===== config.mk =====
export PLATFORM = sky130hd
export DESIGN_NAME = ctdv_const_table_view
export DESIGN_NICKNAME = d
export VERILOG_FILES = /design/src/verilog/ctdv_pkg.sv /design/src/verilog/ctdv_const_table_view.sv
export VERILOG_INCLUDE_DIRS = /design/src /design/src/verilog
export SDC_FILE = /design/constraint.sdc
export NUM_CORES = 1
export LEC_CHECK = 0
export BUFFER_PORTS_ARGS = -buffer_cell sky130_fd_sc_hd__buf_2
export CORE_AREA = 2 2 92 94
export CTS_CLUSTER_DIAMETER = 200
export CTS_CLUSTER_SIZE = 16
export DETAILED_ROUTE_END_ITERATION = 12
export DIE_AREA = 0 0 94 96
export GPL_TIMING_DRIVEN = 0
export MAX_ROUTING_LAYER = met4
export PLACE_DENSITY = 0.72
export SYNTH_ARGS = -nofsm -noshare
export SYNTH_HDL_FRONTEND = slang
export SYNTH_SLANG_ARGS = --single-unit

===== constraint.sdc =====
create_clock -name sys_clk -period 0.91 [get_ports sys_clk]
set_input_delay 0.091 -clock sys_clk [delete_from_list [all_inputs] [get_ports sys_clk]]
set_output_delay 0.091 -clock sys_clk [all_outputs]
set_load 0.03 [all_outputs]

===== src/verilog/ctdv_defs.svh =====
// constants for the constants-table debug view: offsets, reset values, widths
`ifndef CTDV_DEFS_SVH
`define CTDV_DEFS_SVH
`define CTDV_ADDR_W        8
`define CTDV_DATA_W        32
`define CTDV_NUM_ENTRIES   5
`define CTDV_OFF_ENTRY0    8'h80
`define CTDV_OFF_ENTRY1    8'h84
`define CTDV_OFF_ENTRY2    8'h88
`define CTDV_OFF_ENTRY3    8'h8c
`define CTDV_OFF_ENTRY4    8'h90
`define CTDV_OFF_STATUS    8'h94
`define CTDV_RST_ENTRY0    32'h0002_0000
`define CTDV_RST_ENTRY1    32'h4804_0000
`define CTDV_RST_ENTRY2    32'h4802_a000
`define CTDV_RST_ENTRY3    32'h0003_0000
`define CTDV_RST_ENTRY4    32'h0002_6000
`define CTDV_UNMAPPED_DATA 32'h0000_0000
`define CTDV_STAT_HALT_BIT 0
`endif


===== src/verilog/ctdv_pkg.sv =====
// types for the constants-table debug view
package ctdv_pkg;
  typedef logic [7:0]  ctdv_addr_t;
  typedef logic [31:0] ctdv_word_t;
  // one register-port request
  typedef struct packed {
    logic       wr;
    logic       rd;
    ctdv_addr_t addr;
    ctdv_word_t wdata;
  } ctdv_req_s;
  typedef enum logic [2:0] {
    CTDV_SEL_E0,
    CTDV_SEL_E1,
    CTDV_SEL_E2,
    CTDV_SEL_E3,
    CTDV_SEL_E4,
    CTDV_SEL_STATUS,
    CTDV_SEL_NONE
  } ctdv_sel_e;
endpackage : ctdv_pkg


===== src/verilog/ctdv_const_table_view.sv =====
// read-only debug view of constants-table entries 0 to 4
// Notes on behaviour
// RULE1: a read of an entry register returns all 32 bits of the matching table slot.
// RULE2: entry registers are read-only and cannot alter a table slot.
// RULE3: the agent can inspect the table while the core is halted.
// RULE4: each read returns the slot's present value, sampled at the read, not an old copy.
// RULE5: slot 0 is viewed at offset 80h and reads 20000h after reset.
// RULE6: slot 1 is viewed at offset 84h and reads 48040000h after reset.
// RULE7: slot 2 is viewed at offset 88h and reads 4802A000h after reset.
// RULE8: slot 3 is viewed at offset 8Ch and reads 30000h after reset.
// RULE9: slot 4 is viewed at offset 90h and reads 26000h after reset.
// RULE10: a write to an entry register is accepted and ignored.
//
// Our own choice: the strobed register port.
`timescale 1ns/100ps
`include "ctdv_defs.svh"

module ctdv_const_table_view #(
  parameter int NUM_ENTRIES = `CTDV_NUM_ENTRIES
) (
  // clock and reset
  input  wire logic                                 sys_clk,
  input  wire logic                                 rst_n,
  input  wire logic                                 clk_en,
  // register port
  input  wire logic [`CTDV_ADDR_W-1:0]              reg_addr,
  input  wire logic [`CTDV_DATA_W-1:0]              reg_wdata,
  input  wire logic                                 reg_wr,
  input  wire logic                                 reg_rd,
  output logic      [`CTDV_DATA_W-1:0]              reg_rdata,
  // live table slots from the core, same clock domain
  input  wire logic [NUM_ENTRIES*`CTDV_DATA_W-1:0]  table_slots,
  input  wire logic                                 core_halted,
  input  wire logic                                 table_valid
);

  ctdv_pkg::ctdv_req_s  req;
  ctdv_pkg::ctdv_sel_e  sel;
  ctdv_pkg::ctdv_word_t entry_live [NUM_ENTRIES];
  ctdv_pkg::ctdv_word_t rst_vals   [5];
  ctdv_pkg::ctdv_word_t rdata_d;
  logic                 [`CTDV_DATA_W-1:0] reg_rdata_q;
  logic                 wr_ignored_q;

  // gather the request into one carrier
  assign req.wr    = reg_wr;
  assign req.rd    = reg_rd;
  assign req.addr  = reg_addr;
  assign req.wdata = reg_wdata;

  // reset images of the table; shown until the core reports its table valid
  assign rst_vals[0] = `CTDV_RST_ENTRY0; // RULE5
  assign rst_vals[1] = `CTDV_RST_ENTRY1; // RULE6
  assign rst_vals[2] = `CTDV_RST_ENTRY2; // RULE7
  assign rst_vals[3] = `CTDV_RST_ENTRY3; // RULE8
  assign rst_vals[4] = `CTDV_RST_ENTRY4; // RULE9

  // per-slot live view; no latch so the value is the present one
  genvar gi;
  generate
    for (gi = 0; gi < NUM_ENTRIES; gi++) begin : g_slot
      assign entry_live[gi] = table_valid ? table_slots[gi*`CTDV_DATA_W +: `CTDV_DATA_W] // RULE1 RULE4
                                          : rst_vals[gi];
    end
  endgenerate

  // address decode
  always_comb begin
    case (req.addr)
      `CTDV_OFF_ENTRY0: sel = ctdv_pkg::CTDV_SEL_E0; // RULE5
      `CTDV_OFF_ENTRY1: sel = ctdv_pkg::CTDV_SEL_E1; // RULE6
      `CTDV_OFF_ENTRY2: sel = ctdv_pkg::CTDV_SEL_E2; // RULE7
      `CTDV_OFF_ENTRY3: sel = ctdv_pkg::CTDV_SEL_E3; // RULE8
      `CTDV_OFF_ENTRY4: sel = ctdv_pkg::CTDV_SEL_E4; // RULE9
      `CTDV_OFF_STATUS: sel = ctdv_pkg::CTDV_SEL_STATUS;
      default:          sel = ctdv_pkg::CTDV_SEL_NONE;
    endcase
  end

  // read mux; reads are allowed whether or not the core is halted
  always_comb begin
    case (sel)
      ctdv_pkg::CTDV_SEL_E0:     rdata_d = entry_live[0]; // RULE1 RULE3
      ctdv_pkg::CTDV_SEL_E1:     rdata_d = entry_live[1];
      ctdv_pkg::CTDV_SEL_E2:     rdata_d = entry_live[2];
      ctdv_pkg::CTDV_SEL_E3:     rdata_d = entry_live[3];
      ctdv_pkg::CTDV_SEL_E4:     rdata_d = entry_live[4];
      ctdv_pkg::CTDV_SEL_STATUS: rdata_d = {30'h0, table_valid, core_halted};
      default:                   rdata_d = `CTDV_UNMAPPED_DATA;
    endcase
  end

  // read data register: valid in the cycle after the strobe, held past it while clk_en is low
  always_ff @(posedge sys_clk or negedge rst_n) begin
    if (!rst_n) begin
      reg_rdata_q <= 32'h0;
    end else if (clk_en) begin
      reg_rdata_q <= req.rd ? rdata_d : 32'h0; // RULE4
    end
  end

  // writes have no storage target; this flag only marks a dropped write
  always_ff @(posedge sys_clk or negedge rst_n) begin
    if (!rst_n) begin
      wr_ignored_q <= 1'b0;
    end else if (clk_en) begin
      wr_ignored_q <= req.wr; // RULE2 RULE10
    end
  end

  assign reg_rdata = reg_rdata_q;
endmodule : ctdv_const_table_view


==> flow_summary.rst <==
.. list-table::
   :header-rows: 1

   * - Metric
     - Value
   * - # setup viols final
     - 52
   * - Hold Crit Class
     - in -> async
   * - Clock root buffer master
     - sky130_fd_sc_hd__clkbuf_8
   * - Number of synthesized flops with an enable pin
     - 0
   * - IR drop worst, VDD
     - roughly 0.00045 V
   * - Top_reg_cell synth
     - sky130_fd_sc_hd__dfrtp_1
   * - Total clock sinks
     - 32
   * - Remaining antenna violation count
     - 0
   * - Weighted congestion at the end of routability-driven global placement
     - around 0.86
   * - Share of flip-flops with an asynchronous set or reset
     - between 90% and 100%
   * - Number of standard cells after synthesis
     - 261
   * - Avg Synthesized Cell Area
     - 10.02 um2
   * - Top-Level Pins
     - 239
   * - Sum of overflow across all layers after global routing
     - 0
   * - Wire length of the first global-routing pass
     - 16940 um
   * - Met2 WL post-DR
     - roughly 5700 um
   * - Setup Slack @ Placement
     - -2.214 ns
   * - Kind of critical path
     - in -> reg
   * - Vertical die dimension
     - between 90 and 100 um
   * - Worst endpoint data arrival time
     - 2.59 ns
   * - Worst-path fanout max
     - 4
   * - Final Slew Violations
     - 0
   * - CTS tree
     - done
   * - Fraction of layout instances using a drive strength above 1
     - ~64%
   * - Period Utilization, post-route
     - 263.2%
   * - Number of global-route vias before repair
     - between 3000 and 4000
   * - Row count
     - 33
   * - Smallest hold slack
     - -0.1222 ns
   * - Number of placed instances, taps included
     - 568
   * - Standby leakage power
     - 2.183 nW
   * - Net Count, Synth
     - between 400 and 500
   * - Critical path endpoint category
     - flop
   * - Met3 routed WL
     - a little over 700 um
   * - Max Buffers Root-to-Sink
     - 2
   * - Area of the die
     - about 9000 um2
   * - Uppermost routed layer
     - met4
   * - Final core area utilization
     - a little under three fifths
   * - Number of optimization iterations in the first detailed-route pass
     - 6
   * - CTS Buf Count
     - 5
   * - GRT Overall Usage
     - approximately 25%
   * - Final count of hold timing violations
     - 32
   * - Number of register bits inferred by synthesis
     - 32
   * - Antenna Diode Count
     - 0
   * - Status
     - finished with violations
   * - Power Density
     - about 750 nW/um2
   * - Clk slew on worst S/H paths
     - 0.07 ns
   * - Final HPWL from detailed placement
     - between 8000 and 9000 um
   * - Filler cell count in the final layout
     - approximately 730
   * - Starting density of the core
     - approximately a third
   * - Number of DRC markers in iteration 0
     - approximately 230
   * - # Max-Cap Violations
     - 0
   * - Min Tclk post-route
     - ~2.4 ns
   * - Number of vias per cell after detailed routing
     - between 5 and 6
   * - Count of vias placed by the detailed router
     - approximately 3300
   * - DR DRC count
     - 0
   * - Seq/Total Area, Yosys
     - 30.62%
   * - RSZ-0062 raised after global routing
     - yes
   * - Area added between synthesis and finish
     - 73.01%
   * - IO Port Bufs
     - ~200
   * - Finished Layout Cells
     - 601
   * - Post-route setup slack
     - -1.485 ns
   * - Placeable core region
     - ~8000 um2
   * - Transition time of the tightest slew-check pin
     - approximately 0.76 ns
   * - Startpoint class of the critical path
     - input pin
   * - Antenna violations before repair
     - 0
   * - Routed metal-1 wire length
     - 4363 um
   * - Average wire per cell in the routed design
     - roughly 18 um
   * - Max reg flops
     - 32
   * - Largest clock skew in the final design
     - 0 ns
   * - Total power
     - around 3.4 mW
   * - Pin count of the biggest net entering global routing
     - 33
   * - Width of the die
     - around 94 um
   * - Nets
     - ~700
   * - DRT Wirelength
     - 10900 um
   * - Total number of H-tree levels
     - 2
   * - Max frequency
     - between 400 and 500 MHz
   * - Number of distinct library cell variants in the gate-level netlist after synthesis
     - 43
   * - Synth warnings
     - 0
   * - Cell area after technology mapping
     - 2615 um2
   * - Violated checks
     - negative hold slack, negative setup slack
   * - Headroom to the max-slew limit
     - 49.15%
   * - Clk_lat worst skew
     - ~0.28 ns
   * - Required time reported for the critical path endpoint
     - 1.10 ns
repair_timing:
item	CTS	global route
hold endpoints to repair	32	32
gates cloned	2	0
resized for setup	96	9
endpoints found under the setup margin	64	64
pin swaps	12	7
setup buffers	16	9
layout make-up:
class / instances / area (um2) / area share (%)
clock inverters: 2 / 10.01 / 0.2212
flip-flops and latches: 32 / 800.8 / 17.70
clock buffers: 6 / 82.58 / 1.825
well taps: 105 / 131.4 / 2.904
multi-input cells: 195 / 1817 / 40.15
repair buffers: 229 / 1469 / 32.47
inverters: 9 / 33.78 / 0.7467
plain buffers: 23 / 180.2 / 3.982
stage by stage:
step           setup TNS [ns]  hold WS, ns  instance area (um2)
2_1_floorplan          -48.58      -0.2046                 2713
3_3_place_gp           -65.64       0.1841                 3855
3_5_place_dp           -66.12       0.2059                 3855
4_1_cts                -44.54      -0.1150                 4447
5_1_grt                -47.55     -0.06074                 4524
6_report               -44.90      -0.1222                 4524
critical path, cell delays in order:
cell and delay [ns]:
sky130_fd_sc_hd__buf_8 0.09, sky130_fd_sc_hd__or4b_4 0.57, sky130_fd_sc_hd__or3_4 0.36, sky130_fd_sc_hd__ha_4 0.17, sky130_fd_sc_hd__or4b_4 0.53, sky130_fd_sc_hd__or2_4 0.28
sky130_fd_sc_hd__o32ai_2 0.22, sky130_fd_sc_hd__a31oi_1 0.07, sky130_fd_sc_hd__o211ai_1 0.20
path summary, 6_finish.rpt:
path | startpoint | endpoint | slack, ns | cells past startpoint
max in group asynchronous | rst_n | reg_rdata[17] | 0.54 | 1
setup / recovery | reg_addr[1] | reg_rdata[30] | -1.48 | 9
hold / removal | rst_n | reg_rdata[25] | -0.12 | 1
setup reg to reg | reg_rdata[1] | reg_rdata[1] | -0.01 | 4
hold reg to reg | reg_rdata[10] | reg_rdata[10] | 0.51 | 1
min in group sys_clk | clk_en | reg_rdata[14] | 0.09 | 2
routing by layer:
layer / up-vias / track usage (%)
met1: 1565 / 28.09
met2: 171 / 45.36
met4: 0 / 7.246
met5: - / -
met3: 14 / 4.072
li1: 1537 / -
synthesized netlist by cell type (2+ instances only):
library cell                 n  area, um2
sky130_fd_sc_hd__dfrtp_1    32      800.8
sky130_fd_sc_hd__mux2_2     31      349.1
sky130_fd_sc_hd__o2bb2ai_1  25      219.0
sky130_fd_sc_hd__a222oi_1   23      230.2
sky130_fd_sc_hd__clkbuf_1   19      71.32
sky130_fd_sc_hd__mux2_4     16      240.2
sky130_fd_sc_hd__nand2_1    14      52.55
sky130_fd_sc_hd__inv_1       9      33.78
sky130_fd_sc_hd__nor2_1      9      33.78
sky130_fd_sc_hd__a21oi_1     8      40.04
sky130_fd_sc_hd__o21ai_0     8      40.04
sky130_fd_sc_hd__a21o_1      4      30.03
sky130_fd_sc_hd__a22oi_1     4      30.03
sky130_fd_sc_hd__a32oi_1     4      35.03
sky130_fd_sc_hd__nor3_1      4      20.02
sky130_fd_sc_hd__a32o_1      3      30.03
sky130_fd_sc_hd__buf_6       3      33.78
sky130_fd_sc_hd__mux2i_1     3      30.03
sky130_fd_sc_hd__nand2b_1    3      18.77
sky130_fd_sc_hd__nand3_1     3      15.01
sky130_fd_sc_hd__o22ai_1     3      18.77
sky130_fd_sc_hd__o32ai_1     3      26.28
sky130_fd_sc_hd__a31oi_1     2      12.51
sky130_fd_sc_hd__buf_1       2      7.510
sky130_fd_sc_hd__nand4_1     2      12.51
sky130_fd_sc_hd__nor4_1      2      12.51
sky130_fd_sc_hd__nor4b_1     2      17.52
sky130_fd_sc_hd__o211ai_1    2      15.01
sky130_fd_sc_hd__o221ai_1    2      17.52
sky130_fd_sc_hd__or2_2       2      12.51
sky130_fd_sc_hd__or4_1       2      15.01
cells by family (layout without fill, tap and decap cells):
group	Yosys count	in the layout	share of synthesized area, %
compound gates	93	93	29.04
fa+ha+maj	1	1	0.4784
buf+inv	34	269	5.789
flops	32	32	30.62
mux	50	50	23.68
simple gates	51	51	10.38
power by group:
part / switching (mW) / leakage (nW) / total, mW / internal [mW]
combinational: 0.375 / 1.68 / 0.857 / 0.483
sequential: 0.000267 / 0.447 / 1.42 / 1.42
clock: 0.526 / 0.0510 / 1.13 / 0.603
total: 0.901 / 2.18 / 3.41 / 2.51
cells in the final DEF (no fill, tap or decap), drive strengths merged, types with 2 or more instances in the layout:
master and n:
a21o 4, a21oi 8, a222oi 23, a22oi 4, a31oi 2, a32o 3, a32oi 4, buf 236
clkbuf 22, clkinv 2, dfrtp 32, inv 9, mux2 47, mux2i 3, nand2 14, nand2b 3
nand3 3, nand4 2, nor2 9, nor3 4, nor4 2, nor4b 2, o211ai 2, o21ai 8
o221ai 2, o22ai 3, o2bb2ai 25, o32ai 3, or2 2, or4 2, or4b 2
No activity file was read; power rests on OpenSTA's default activity.
